$ cat src/hdl/pcc_pkg.sv
`default_nettype none
package pcc_pkg;
    // Register indices; byte address is four times the index.
    localparam logic [9:0] IDX_PWR  = 10'h010;
    localparam logic [9:0] IDX_ABL  = 10'h017;
    localparam logic [9:0] IDX_CAL  = 10'h018;
    localparam logic [9:0] IDX_DIV  = 10'h1E0;
    localparam logic [9:0] IDX_SRC  = 10'h1E1;
    localparam logic [9:0] IDX_UPD  = 10'h232;
    localparam logic [9:0] IDX_ICP  = 10'h1F0;
    localparam logic [9:0] IDX_STAT = 10'h1F1;
    localparam int         IDX_LSB  = 2;
    localparam int         IDX_W    = 10;
    // Reset values.
    localparam logic [7:0] RST_PWR  = 8'h01;
    localparam logic [7:0] RST_ABL  = 8'h00;
    localparam logic [7:0] RST_CAL  = 8'h00;
    localparam logic [7:0] RST_DIV  = 8'h02;
    localparam logic [7:0] RST_SRC  = 8'h00;
    localparam logic [7:0] RST_ICP  = 8'h00;
    // Field positions and widths.
    localparam int PWR_LSB  = 0;
    localparam int PWR_W    = 2;
    localparam int CPM_LSB  = 4;
    localparam int CPM_W    = 3;
    localparam int POL_BIT  = 7;
    localparam int ABL_W    = 2;
    localparam int DIV_W    = 3;
    localparam int ICP_W    = 3;
    localparam int BYP_BIT  = 0;
    localparam int SRC_BIT  = 1;
    localparam int CAL_BIT  = 0;
    localparam int UPD_BIT  = 0;
    localparam int STAT_CAL = 0;
    localparam int STAT_RUN = 1;
    localparam int STAT_POL = 2;
    localparam int STAT_UPD = 3;
    // Encodings.
    localparam logic [1:0] PWR_RUN      = 2'h0;
    localparam logic [1:0] PWR_ASYNC_PD = 2'h1;
    localparam logic [2:0] CPM_HIZ      = 3'h0;
    localparam logic [2:0] CPM_UP       = 3'h1;
    localparam logic [2:0] CPM_DN       = 3'h2;
    localparam logic [2:0] CPM_NORMAL   = 3'h3;
    localparam logic [2:0] DIV_OFFSET   = 3'h2;
    localparam logic [2:0] DIV_CODE_MAX = 3'h4;
    localparam logic [2:0] DIV_RATIO_MAX = 3'h6;
    localparam logic       POL_INTERNAL = 1'b0;
    localparam int         ICP_LSB_UA   = 600;
    localparam int         ICP_MAX_UA   = 4800;
    localparam logic [1:0] RESP_OKAY    = 2'h0;
    localparam logic [1:0] RESP_SLVERR  = 2'h2;
endpackage : pcc_pkg
`default_nettype wire

$ cat src/hdl/pcc_phase_detector.sv
`default_nettype none
module pcc_phase_detector
    import pcc_pkg::*;
(
    input  wire logic         aclk,
    input  wire logic         aresetn,
    input  wire logic         ref_edge,
    input  wire logic         fb_edge,
    input  wire logic [2:0]   cp_mode,
    input  wire logic [1:0]   abl_sel,
    input  wire logic         pll_off,
    output logic              pump_up,
    output logic              pump_dn,
    output logic              pump_hiz
);
    typedef enum logic [3:0] {
        PFD_IDLE = 4'b0001,
        PFD_UP   = 4'b0010,
        PFD_DN   = 4'b0100,
        PFD_RST  = 4'b1000
    } pcc_pfd_e;

    pcc_pfd_e   state;
    pcc_pfd_e   next_state;
    logic [2:0] abl_cnt;

    // Both pumps stay on for abl_sel+1 cycles so the detector has no dead zone.
    always_comb
    begin
        next_state = state;
        case (state)
            PFD_IDLE: next_state = ref_edge ? (fb_edge ? PFD_RST : PFD_UP)
                                            : (fb_edge ? PFD_DN : PFD_IDLE);
            PFD_UP:   next_state = fb_edge ? PFD_RST : PFD_UP;
            PFD_DN:   next_state = ref_edge ? PFD_RST : PFD_DN;
            PFD_RST:  next_state = (abl_cnt >= {1'b0, abl_sel}) ? PFD_IDLE : PFD_RST;
            default:  next_state = PFD_IDLE;
        endcase
    end

    always_ff @(posedge aclk)
    begin
        if (!aresetn || pll_off || cp_mode != CPM_NORMAL)
        begin
            state   <= PFD_IDLE;
            abl_cnt <= 3'h0;
        end
        else
        begin
            state   <= next_state;
            abl_cnt <= (next_state == PFD_RST && state == PFD_RST) ? abl_cnt + 3'h1 : 3'h0;
        end
    end

    always_ff @(posedge aclk)
    begin
        if (!aresetn || pll_off)
        begin
            pump_up  <= 1'b0;
            pump_dn  <= 1'b0;
            pump_hiz <= 1'b1;
        end
        else
        begin
            case (cp_mode)
                CPM_UP:     {pump_up, pump_dn, pump_hiz} <= 3'b100;
                CPM_DN:     {pump_up, pump_dn, pump_hiz} <= 3'b010;
                CPM_NORMAL:
                begin
                    pump_up  <= next_state == PFD_UP || next_state == PFD_RST;
                    pump_dn  <= next_state == PFD_DN || next_state == PFD_RST;
                    pump_hiz <= 1'b0;
                end
                default:    {pump_up, pump_dn, pump_hiz} <= 3'b001;
            endcase
        end
    end

    property p_hiz_mode;
        @(posedge aclk) disable iff (!aresetn)
        cp_mode == CPM_HIZ |=> pump_hiz && !pump_up && !pump_dn;
    endproperty
    a_hiz_mode: assert property (p_hiz_mode) else $error("pump not idle in hiz mode");

    property p_ref_pumps_up;
        @(posedge aclk) disable iff (!aresetn)
        !pll_off && cp_mode == CPM_NORMAL && state == PFD_IDLE && ref_edge && !fb_edge
            |=> pump_up && !pump_dn;
    endproperty
    a_ref_pumps_up: assert property (p_ref_pumps_up) else $error("no pump up on ref lead");

    property p_abl_bound;
        @(posedge aclk) disable iff (!aresetn)
        state == PFD_RST |-> abl_cnt <= {1'b0, abl_sel};
    endproperty
    a_abl_bound: assert property (p_abl_bound) else $error("antibacklash overran");
endmodule : pcc_phase_detector
`default_nettype wire

$ cat src/hdl/pcc_pll_clock_path_config.sv
`default_nettype none
module pcc_pll_clock_path_config
    import pcc_pkg::*;
#(
    parameter int ADDR_W = 12
)
(
    input  wire logic              aclk,
    input  wire logic              aresetn,
    input  wire logic [ADDR_W-1:0] awaddr,
    input  wire logic [2:0]        awprot,
    input  wire logic              awvalid,
    output logic                   awready,
    input  wire logic [31:0]       wdata,
    input  wire logic [3:0]        wstrb,
    input  wire logic              wvalid,
    output logic                   wready,
    output logic [1:0]             bresp,
    output logic                   bvalid,
    input  wire logic              bready,
    input  wire logic [ADDR_W-1:0] araddr,
    input  wire logic [2:0]        arprot,
    input  wire logic              arvalid,
    output logic                   arready,
    output logic [31:0]            rdata,
    output logic [1:0]             rresp,
    output logic                   rvalid,
    input  wire logic              rready,
    input  wire logic              ref_div_pulse,
    input  wire logic              fb_div_pulse,
    output logic                   pll_power_down,
    output logic                   vco_cal_start,
    output logic [2:0]             post_div_ratio,
    output logic                   div_bypass,
    output logic                   src_internal,
    output logic                   vco_polarity_neg,
    output logic [2:0]             pump_current_setting,
    output logic                   pump_up,
    output logic                   pump_dn,
    output logic                   pump_hiz
);
    if (ADDR_W < IDX_W + IDX_LSB)
    begin : g_addr_check
        $error("ADDR_W too small for the register map");
    end

    logic [7:0]       pwr_ctrl;
    logic [7:0]       abl_ctrl;
    logic [7:0]       cal_ctrl;
    logic [7:0]       div_ctrl;
    logic [7:0]       src_ctrl;
    logic [7:0]       icp_ctrl;
    logic             upd_flag;
    logic             cal_active;
    logic             cal_active_d;
    logic [IDX_W-1:0] aw_idx;
    logic [7:0]       w_byte;
    logic             w_lane0;
    logic             wr_go;
    logic             wr_hit;
    logic             upd_wr;
    logic [IDX_W-1:0] ar_idx;
    logic [31:0]      next_rdata;
    logic             rd_hit;
    logic [2:0]       div_code;

    assign wr_go  = !awready && !wready && !bvalid;
    assign upd_wr = wr_go && w_lane0 && aw_idx == IDX_UPD && w_byte[UPD_BIT];
    assign ar_idx = araddr[IDX_LSB +: IDX_W];
    assign div_code = div_ctrl[DIV_W-1:0];

    always_comb
    begin
        wr_hit = 1'b1;
        case (aw_idx)
            IDX_PWR, IDX_ABL, IDX_CAL, IDX_DIV,
            IDX_SRC, IDX_UPD, IDX_ICP, IDX_STAT: wr_hit = 1'b1;
            default:                             wr_hit = 1'b0;
        endcase
    end

    // Write address and data are taken in either order; the write happens
    // once both are held, so the response always follows both.
    always_ff @(posedge aclk)
    begin
        if (!aresetn)
        begin
            awready <= 1'b1;
            wready  <= 1'b1;
            bvalid  <= 1'b0;
            bresp   <= RESP_OKAY;
            aw_idx  <= '0;
            w_byte  <= 8'h00;
            w_lane0 <= 1'b0;
        end
        else
        begin
            if (awvalid && awready)
            begin
                awready <= 1'b0;
                aw_idx  <= awaddr[IDX_LSB +: IDX_W];
            end
            if (wvalid && wready)
            begin
                wready  <= 1'b0;
                w_byte  <= wdata[7:0];
                w_lane0 <= wstrb[0];
            end
            if (wr_go)
            begin
                bvalid  <= 1'b1;
                bresp   <= wr_hit ? RESP_OKAY : RESP_SLVERR;
            end
            else if (bvalid && bready)
            begin
                bvalid  <= 1'b0;
                awready <= 1'b1;
                wready  <= 1'b1;
            end
        end
    end

    // Only byte lane 0 carries register bits; other lanes are ignored.
    always_ff @(posedge aclk)
    begin
        if (!aresetn)
        begin
            pwr_ctrl <= RST_PWR;
            abl_ctrl <= RST_ABL;
            cal_ctrl <= RST_CAL;
            div_ctrl <= RST_DIV;
            src_ctrl <= RST_SRC;
            icp_ctrl <= RST_ICP;
        end
        else if (wr_go && w_lane0)
        begin
            case (aw_idx)
                IDX_PWR: pwr_ctrl <= w_byte;
                IDX_ABL: abl_ctrl <= w_byte;
                IDX_CAL: cal_ctrl <= w_byte;
                IDX_DIV: div_ctrl <= w_byte;
                IDX_SRC: src_ctrl <= w_byte;
                IDX_ICP: icp_ctrl <= w_byte;
                default: ;
            endcase
        end
    end

    // A fresh update write in the cycle the flag clears keeps it set.
    always_ff @(posedge aclk)
    begin
        if (!aresetn)
        begin
            upd_flag     <= 1'b0;
            cal_active   <= 1'b0;
            cal_active_d <= 1'b0;
        end
        else
        begin
            upd_flag <= upd_wr;
            if (upd_flag)
            begin
                cal_active <= cal_ctrl[CAL_BIT];
            end
            cal_active_d <= cal_active;
        end
    end

    // Only a 0 to 1 step of the active bit starts a calibration, which is why
    // the clearing write is needed before every calibration after the first.
    always_ff @(posedge aclk)
    begin
        if (!aresetn)
        begin
            vco_cal_start <= 1'b0;
        end
        else
        begin
            vco_cal_start <= cal_active && !cal_active_d;
        end
    end

    always_ff @(posedge aclk)
    begin
        if (!aresetn)
        begin
            pll_power_down       <= RST_PWR[PWR_LSB +: PWR_W] != PWR_RUN;
            post_div_ratio       <= RST_DIV[DIV_W-1:0] + DIV_OFFSET;
            div_bypass           <= RST_SRC[BYP_BIT];
            src_internal         <= RST_SRC[SRC_BIT];
            vco_polarity_neg     <= RST_PWR[POL_BIT];
            pump_current_setting <= RST_ICP[ICP_W-1:0];
        end
        else
        begin
            pll_power_down   <= pwr_ctrl[PWR_LSB +: PWR_W] != PWR_RUN;
            // Codes above the top ratio saturate at divide by 6.
            post_div_ratio   <= (div_code > DIV_CODE_MAX) ? DIV_RATIO_MAX
                                : 3'(div_code + DIV_OFFSET);
            div_bypass       <= src_ctrl[BYP_BIT];
            src_internal     <= src_ctrl[SRC_BIT];
            vco_polarity_neg <= src_ctrl[SRC_BIT] ? POL_INTERNAL
                                : pwr_ctrl[POL_BIT];
            // Current is (setting + 1) times the 600 uA step.
            pump_current_setting <= icp_ctrl[ICP_W-1:0];
        end
    end

    pcc_phase_detector u_pfd (
        .aclk     (aclk),
        .aresetn  (aresetn),
        .ref_edge (ref_div_pulse),
        .fb_edge  (fb_div_pulse),
        .cp_mode  (pwr_ctrl[CPM_LSB +: CPM_W]),
        .abl_sel  (abl_ctrl[ABL_W-1:0]),
        .pll_off  (pll_power_down),
        .pump_up  (pump_up),
        .pump_dn  (pump_dn),
        .pump_hiz (pump_hiz)
    );

    always_comb
    begin
        next_rdata = 32'h0000_0000;
        rd_hit     = 1'b1;
        case (ar_idx)
            IDX_PWR:  next_rdata[7:0] = pwr_ctrl;
            IDX_ABL:  next_rdata[7:0] = abl_ctrl;
            IDX_CAL:  next_rdata[7:0] = cal_ctrl;
            IDX_DIV:  next_rdata[7:0] = div_ctrl;
            IDX_SRC:  next_rdata[7:0] = src_ctrl;
            IDX_ICP:  next_rdata[7:0] = icp_ctrl;
            IDX_UPD:  next_rdata[UPD_BIT] = upd_flag;
            IDX_STAT:
            begin
                next_rdata[STAT_CAL] = cal_active;
                next_rdata[STAT_RUN] = !pll_power_down;
                next_rdata[STAT_POL] = vco_polarity_neg;
                next_rdata[STAT_UPD] = upd_flag;
            end
            default:  rd_hit = 1'b0;
        endcase
    end

    always_ff @(posedge aclk)
    begin
        if (!aresetn)
        begin
            arready <= 1'b1;
            rvalid  <= 1'b0;
            rdata   <= 32'h0000_0000;
            rresp   <= RESP_OKAY;
        end
        else if (arvalid && arready)
        begin
            arready <= 1'b0;
            rvalid  <= 1'b1;
            rdata   <= next_rdata;
            rresp   <= rd_hit ? RESP_OKAY : RESP_SLVERR;
        end
        else if (rvalid && rready)
        begin
            rvalid  <= 1'b0;
            arready <= 1'b1;
        end
    end

    property p_power_field;
        @(posedge aclk) disable iff (!aresetn)
        ##1 pll_power_down == ($past(pwr_ctrl[PWR_LSB +: PWR_W]) != PWR_RUN);
    endproperty
    a_power_field: assert property (p_power_field) else $error("power state wrong");

    property p_cal_start;
        @(posedge aclk) disable iff (!aresetn)
        vco_cal_start |-> $past(cal_active) && !$past(cal_active, 2);
    endproperty
    a_cal_start: assert property (p_cal_start) else $error("stray calibration start");

    property p_cal_gated;
        @(posedge aclk) disable iff (!aresetn)
        ##1 $changed(cal_active) |-> $past(upd_flag);
    endproperty
    a_cal_gated: assert property (p_cal_gated) else $error("calibration bit not gated");

    property p_upd_clears;
        @(posedge aclk) disable iff (!aresetn)
        upd_flag && !upd_wr |=> !upd_flag;
    endproperty
    a_upd_clears: assert property (p_upd_clears) else $error("update bit stuck");

    property p_ratio_range;
        @(posedge aclk) disable iff (!aresetn)
        post_div_ratio >= DIV_OFFSET && post_div_ratio <= DIV_RATIO_MAX;
    endproperty
    a_ratio_range: assert property (p_ratio_range) else $error("ratio out of range");

    property p_polarity;
        @(posedge aclk) disable iff (!aresetn)
        ##1 vco_polarity_neg == ($past(src_ctrl[SRC_BIT]) ? POL_INTERNAL
                                 : $past(pwr_ctrl[POL_BIT]));
    endproperty
    a_polarity: assert property (p_polarity) else $error("polarity wrong");

    property p_route;
        @(posedge aclk) disable iff (!aresetn)
        ##1 div_bypass == $past(src_ctrl[BYP_BIT]) && src_internal == $past(src_ctrl[SRC_BIT]);
    endproperty
    a_route: assert property (p_route) else $error("clock routing wrong");

    property p_reset_defaults;
        @(posedge aclk)
        !aresetn |=> pwr_ctrl == RST_PWR && div_ctrl == RST_DIV && src_ctrl == RST_SRC;
    endproperty
    a_reset_defaults: assert property (p_reset_defaults) else $error("bad reset value");

    property p_icp;
        @(posedge aclk) disable iff (!aresetn)
        ##1 pump_current_setting == $past(icp_ctrl[ICP_W-1:0]);
    endproperty
    a_icp: assert property (p_icp) else $error("pump current wrong");
endmodule : pcc_pll_clock_path_config
`default_nettype wire

$ cat config.mk
export PLATFORM = sky130hd
export DESIGN_NAME = pcc_pll_clock_path_config
export DESIGN_NICKNAME = d
export VERILOG_FILES = /design/src/hdl/pcc_pkg.sv /design/src/hdl/pcc_phase_detector.sv /design/src/hdl/pcc_pll_clock_path_config.sv
export SDC_FILE = /design/constraint.sdc
export NUM_CORES = 1
export LEC_CHECK = 0
export ABC_AREA = 0
export BUFFER_PORTS_ARGS = -buffer_cell sky130_fd_sc_hd__buf_2
export CELL_PAD_IN_SITES_DETAIL_PLACEMENT = 1
export CELL_PAD_IN_SITES_GLOBAL_PLACEMENT = 2
export CORE_MARGIN = 2
export CORE_UTILIZATION = 34
export DETAILED_ROUTE_END_ITERATION = 10
export GPL_TIMING_DRIVEN = 0
export PLACE_DENSITY_LB_ADDON = 0.3
export SYNTH_ARGS = -nofsm -noshare
export SYNTH_HDL_FRONTEND = slang
export SYNTH_SLANG_ARGS = --single-unit
$ cat constraint.sdc
create_clock -name aclk -period 2.2 [get_ports aclk]
set_input_delay 0.11 -clock aclk [delete_from_list [all_inputs] [get_ports aclk]]
set_output_delay 0.11 -clock aclk [all_outputs]
set_load 0.03 [all_outputs]
==> flow_metrics.tcl, run 1 <==
set metrics [dict create \
    holdCritStartpoint "awaddr[8]" \
    hold_viol 0 \
    required_ns 2.43 \
    cts_setup_buffers 0 \
    routedWlPerCell_um 17.3 \
    power_uw 4160 \
    seqCellArea_um2 2120 \
    antenna_found_initial 0 \
    cts_root_buf "clkbuf_16" \
    clock-sinks 106 \
    htreeDepth 3 \
    fmax_ghz 0.534 \
    cp_slowest_cell "nor4b_4" \
    cp_data_arrival_time_ns 2.10 \
    synthCells 544 \
    yosysWarnings 0 \
    irDropWorstVdd_v 0.000425 \
    grt_max_degree 17 \
    grt_pass1_vias 4325 \
    ys_seq_elements 106 \
    ctsLongestPathBuffers 2 \
    period_needed_ns 1.87 \
    finalNetCount 724 \
    drt_pass1_iterations 4 \
    r2r_end "div_ctrl[7]" \
    die_w_um 125 \
    whs_endpoint "aw_idx[6]" \
    grt_overflow 0 \
    vias_per_cell 5.08 \
    die_y_um 125 \
    hp-class "in -> reg" \
    final_common_cell "dfxtp_1" \
    postCtsHoldBufs 1 \
    synth_area_per_cell_um2 9.14 \
    fin_worst_skew_ns 0.00526 \
    grt_pass1_wl_mm 23.3 \
    clkLatencyLatePin_ns 0.35 \
    yosys.area.top_type_share_pct 42.7 \
    ioPinCount 130 \
    relSlewSlack_pct 53.1 \
    worstRegToRegCells 5 \
    fp.dieArea_um2 15600 \
    synth_area_um2 4970 \
    synth_edf_count 0 \
    multi_input_area_um2 2560 \
    p_leak_uw 0.00245 \
    crit_fanout 10 \
    criticalPathCategory "reg -> reg" \
    hpwl_mm 10.8 \
    drtIter0Drc 190 \
    synth-seq-area-share_pct 42.7 \
    core.rowCount 44 \
    routabilityCongestion 0.782 \
    cap_violations 0 \
    post-route-period-util_pct 85.0 \
    place_area_um2 5620 \
    final_area_um2 5950 \
    setup_tns_ns 0 \
    setup_viol 0 \
    antenna_left 0 \
    n_fill_cell 1697 \
    drc_errors 0 \
    start_util_pct 34.5 \
    routed_wl_mm 14.5 \
    drv_slew 0 \
    io_buffers 65 \
    r2r-start "bvalid" \
    async_reset_ff_share_pct 0 \
    worstSetupEndpointType "register" \
    cp_cell_sequence "nor4b_4 > nand3_1 > clkbuf_1 > o21ai_0 > a21boi_0" \
    reg2reg_setup_slack_ns 0.33 \
    power_density_nw_per_um2 699 \
    yosysTopAreaCell "dfxtp_1" \
    min_path_cells 3 \
    start_kind "register" \
    cts-buffers-inserted 9 \
    finalNonFillerCells 835 \
    rsz0062_at_grt "no" \
    n_antenna_cell 0 \
    synthTopCellsByArea "dfxtp_1, mux2i_1, nand3_1, o21ai_0, buf_4" \
    synth_top_flop_cell "dfxtp_1" \
    status "finished, final reports clean" \
    core-area_um2 14400 \
    vias 4245 \
    synth_cell_types 57 \
    area_growth_syn_to_layout_pct 19.7 \
    grt.total_usage_pct 18.7 \
    placed_cells 818 \
    cp_slowest_stage_delay_ns 0.43 \
    cts_resized 0 \
    clkSlewWorstSetupHoldPaths_ns 0.07 \
    layout_common_cells "dfxtp_1, buf_2, nand3_1, o21ai_0, nand2_1" \
    cts_tree "built" \
    tightest_slew_ns 0.703 \
    drive_gt1_share_pct 19.4 \
]
==> metal layers <==
metal / wire [um] / vias up / track usage, %
li1: - / 2102 / -
met1: 7000 / 2043 / 24.5
met2: 6690 / 81 / 31.4
met3: 493 / 19 / 2.87
met4: 276 / 0 / 6.34
met5: 0 / - / 0
==> critical path: cells and delay by family (launching register included) <==
| kind | cells | cell delay (ns) |
|---|---|---|
| AND/OR/NAND/NOR | 2 | 0.77 |
| buffers and inverters | 1 | 0.29 |
| AO/OA/AOI/OAI | 2 | 0.32 |
| flip-flops | 1 | 0.37 |
==> cell type report <==
class                      count  share of cell area (%)
sequential                   106                    35.6
inverter                      13                   0.820
clock inverter                 5                    1.30
buffer                        59                    5.69
timing repair buffer          66                    5.63
multi-input combinational    391                    43.0
tap                          184                    3.87
clock buffer                  11                    4.08
==> per-stage QoR <==
stage	worst slack [ns]	hold WS, ns	utilization (%)
6_report	0.329	0.00526	41.3
5_1_grt	0.0727	0.0205	41.3
4_1_cts	0.301	0.000615	41.3
3_5_place_dp	0.316	0.339	39.0
3_3_place_gp	0.345	0.319	39.0
2_1_floorplan	0.582	0.210	-
==> synth_stat cells, drive strengths merged, types with 7 or more instances <==
cell type / instances
clkbuf: 21
a21boi: 52
nor2b: 22
dfxtp: 106
nand3: 54
o2bb2ai: 7
inv: 13
nor3: 9
and2: 10
nand2: 43
buf: 38
nor2: 15
mux2i: 28
a21oi: 7
o21ai: 49
==> kinds of logic (layout without fill, tap and decap cells) <==
logic type,Yosys count,after routing,synth area share (%)
compound gates,140,140,19.3
xor+xnor,2,2,0.352
fa+ha+maj,3,3,0.755
buf+inv,72,154,7.80
flops,106,106,42.7
mux,32,32,7.75
other cells,1,26,0.0754
simple gates,188,188,21.3
==> where the power goes <==
group | internal [uW] | switching [uW] | total, uW
clock | 1030 | 719 | 1740
sequential | 1950 | 52.0 | 2010
combinational | 151 | 261 | 413
==> state kept, by name, indices dropped and copies added, names as in the netlist, 3 cells and up <==
signal	count
pump_current_setting	3
div_ctrl	8
u_pfd.state	4
aw_idx	10
abl_ctrl	8
pwr_ctrl	8
rdata	8
cal_ctrl	8
post_div_ratio	3
w_byte	8
icp_ctrl	8
u_pfd.abl_cnt	3
src_ctrl	8
==> worst max-delay path by stage <==
stage	from	end	slack (ns)	cells after the start
global placement	bvalid	div_ctrl[1]	0.34	5
detailed placement	bvalid	div_ctrl[1]	0.32	5
CTS	bvalid	div_ctrl[1]	0.30	5
global route	bvalid	icp_ctrl[3]	0.07	5
floorplan	bvalid	div_ctrl[1]	0.58	5
finish	bvalid	div_ctrl[7]	0.33	5
Power figures use the tool's default switching activity.
==> run 2: changes to the inputs <==
PLACE_DENSITY_LB_ADDON = 0.1   (was 0.3)
==> run 2 against run 1 <==
Setup slack worse by 0.088 ns. Count of clock-buffer cells in the layout down 1. Die area unchanged. Critical endpoint is now div_ctrl[1]. Global-route usage up 0.23 points. Sequential share of layout area up 0.053 points. Routed wire length up 1.0%. Worst hold slack worse by 0.0045 ns. Combinational power up 1%. Maximum frequency down 4.5%.
==> flow_metrics.tcl, run 2 (synthesis results as in run 1) <==
set metrics [dict create \
    hold_ws_ns 0.000743 \
    worstSetupEndpointType "register" \
    area_growth_syn_to_layout_pct 19.5 \
    layout_common_cells "dfxtp_1, buf_2, nand3_1, o21ai_0, nand2_1" \
    core.rowCount 44 \
    routabilityCongestion 0.784 \
    status "finished, final reports clean" \
    hpwl_mm 11.0 \
    drt_pass1_iterations 4 \
    drv_slew 0 \
    grt_overflow 0 \
    regMostFlops "aw_idx" \
    required_ns 2.40 \
    die_y_um 125 \
    grt_pass1_wl_mm 23.3 \
    antenna_left 0 \
    routedWlPerCell_um 17.4 \
    criticalPathCategory "reg -> reg" \
    irDropWorstVdd_v 0.000391 \
    setup_tns_ns 0 \
    finalNetCount 727 \
    cp_data_arrival_time_ns 2.16 \
    cts_resized 0 \
    p_leak_uw 0.00244 \
    fin_worst_skew_ns 0.0110 \
    routed_wl_mm 14.6 \
    ctsLongestPathBuffers 2 \
    n_fill_cell 1739 \
    final_common_cell "dfxtp_1" \
    setup_viol 0 \
    hp-class "in -> reg" \
    finalNonFillerCells 838 \
    clkSlewWorstSetupHoldPaths_ns 0.08 \
    relSlewSlack_pct 51.6 \
    cts_tree "built" \
    start_kind "register" \
    drtIter0Drc 221 \
    core-area_um2 14400 \
    grt_max_degree 18 \
    antenna_found_initial 0 \
    ioPinCount 130 \
    cts-buffers-inserted 9 \
    grt.total_usage_pct 18.9 \
    cap_violations 0 \
    fp.dieArea_um2 15600 \
    rsz0062_at_grt "no" \
    crit_fanout 10 \
    largest_reg_flops 10 \
    tightest_slew_ns 0.726 \
    clkLatencyLatePin_ns 0.36 \
    io_buffers 65 \
    drc_errors 0 \
    start_util_pct 34.5 \
    die_w_um 125 \
    placed_cells 818 \
    vias 4273 \
    grt_pass1_vias 4313 \
    fin_util_pct 41.2 \
    hold_viol 0 \
    power_uw 3990 \
    cts_root_buf "clkbuf_16" \
    drive_gt1_share_pct 19.4 \
    post-route-period-util_pct 89.1 \
    clock-sinks 106 \
    fmax_ghz 0.510 \
    htreeDepth 3 \
    n_antenna_cell 0 \
    power_density_nw_per_um2 671 \
    period_needed_ns 1.96 \
    vias_per_cell 5.10 \
]
[run 2: changes by cell type in the layout (fill, tap and decap cells not counted)]
cell           previous run  this run
bufinv_16                 2         0
clkbuf_1                 22        21
clkinvlp_4                1         2
clkinv_4                  0         2
dlygate4sd3_1             1         4
[run 2: report_power, final]
part           total [uW]  switching (uW)  internal (uW)
Clock                1570             767            800
Sequential           2010            52.2           1950
Combinational         418             264            155
[run 2: worst max-delay path, cell delays in order, from the launching register on]
cell and delay (ns):
dfxtp_1 0.37, nor4b_4 0.45, nand3_1 0.33, clkbuf_1 0.31
o21ai_0 0.25, nand3_1 0.10
[run 2: what timing repair did]
item / in CTS / in global routing
buffers inserted: 0 / 0
endpoints found under the hold margin: 4 / 0
hold buffers: 4 / 0
[run 2: area by class of cell]
cell class,instances,area [um^2],area share [%]
inverters,13,48.8,0.821
well taps,184,230,3.87
plain buffers,59,339,5.70
repair buffers,69,365,6.14
multi-input cells,391,2560,43.0
clock inverters,6,42.5,0.715
clock buffers,10,239,4.02
flip-flops and latches,106,2120,35.7
[run 2: per-layer routing]
metal / share of wire (%) / wire (um) / vias to the layer above / global-route usage [%]
met5: 0 / 0 / - / 0
li1: - / - / 2111 / -
met4: 1.7 / 244 / 0 / 6.93
met1: 48 / 7020 / 2070 / 25.1
met2: 47 / 6910 / 77 / 31.7
met3: 3.0 / 439 / 15 / 2.31
[run 2: final timing paths]
check | from | endpoint | slack (ns) | cells after the start
setup / recovery | bvalid | div_ctrl[1] | 0.24 | 5
hold / removal | awaddr[10] | aw_idx[8] | 0.0007 | 3
setup reg to reg | bvalid | div_ctrl[1] | 0.24 | 5
hold reg to reg | cal_active_d | vco_cal_start | 0.39 | 1
[run 2: per-stage QoR]
| step | setup WS, ns | cell area (um^2) |
|---|---|---|
| floorplan | 0.582 | 5070 |
| global placement | 0.338 | 5620 |
| detailed placement | 0.253 | 5620 |
| CTS | 0.221 | 5950 |
| global route | 0.0449 | 5950 |
| finish | 0.241 | 5950 |
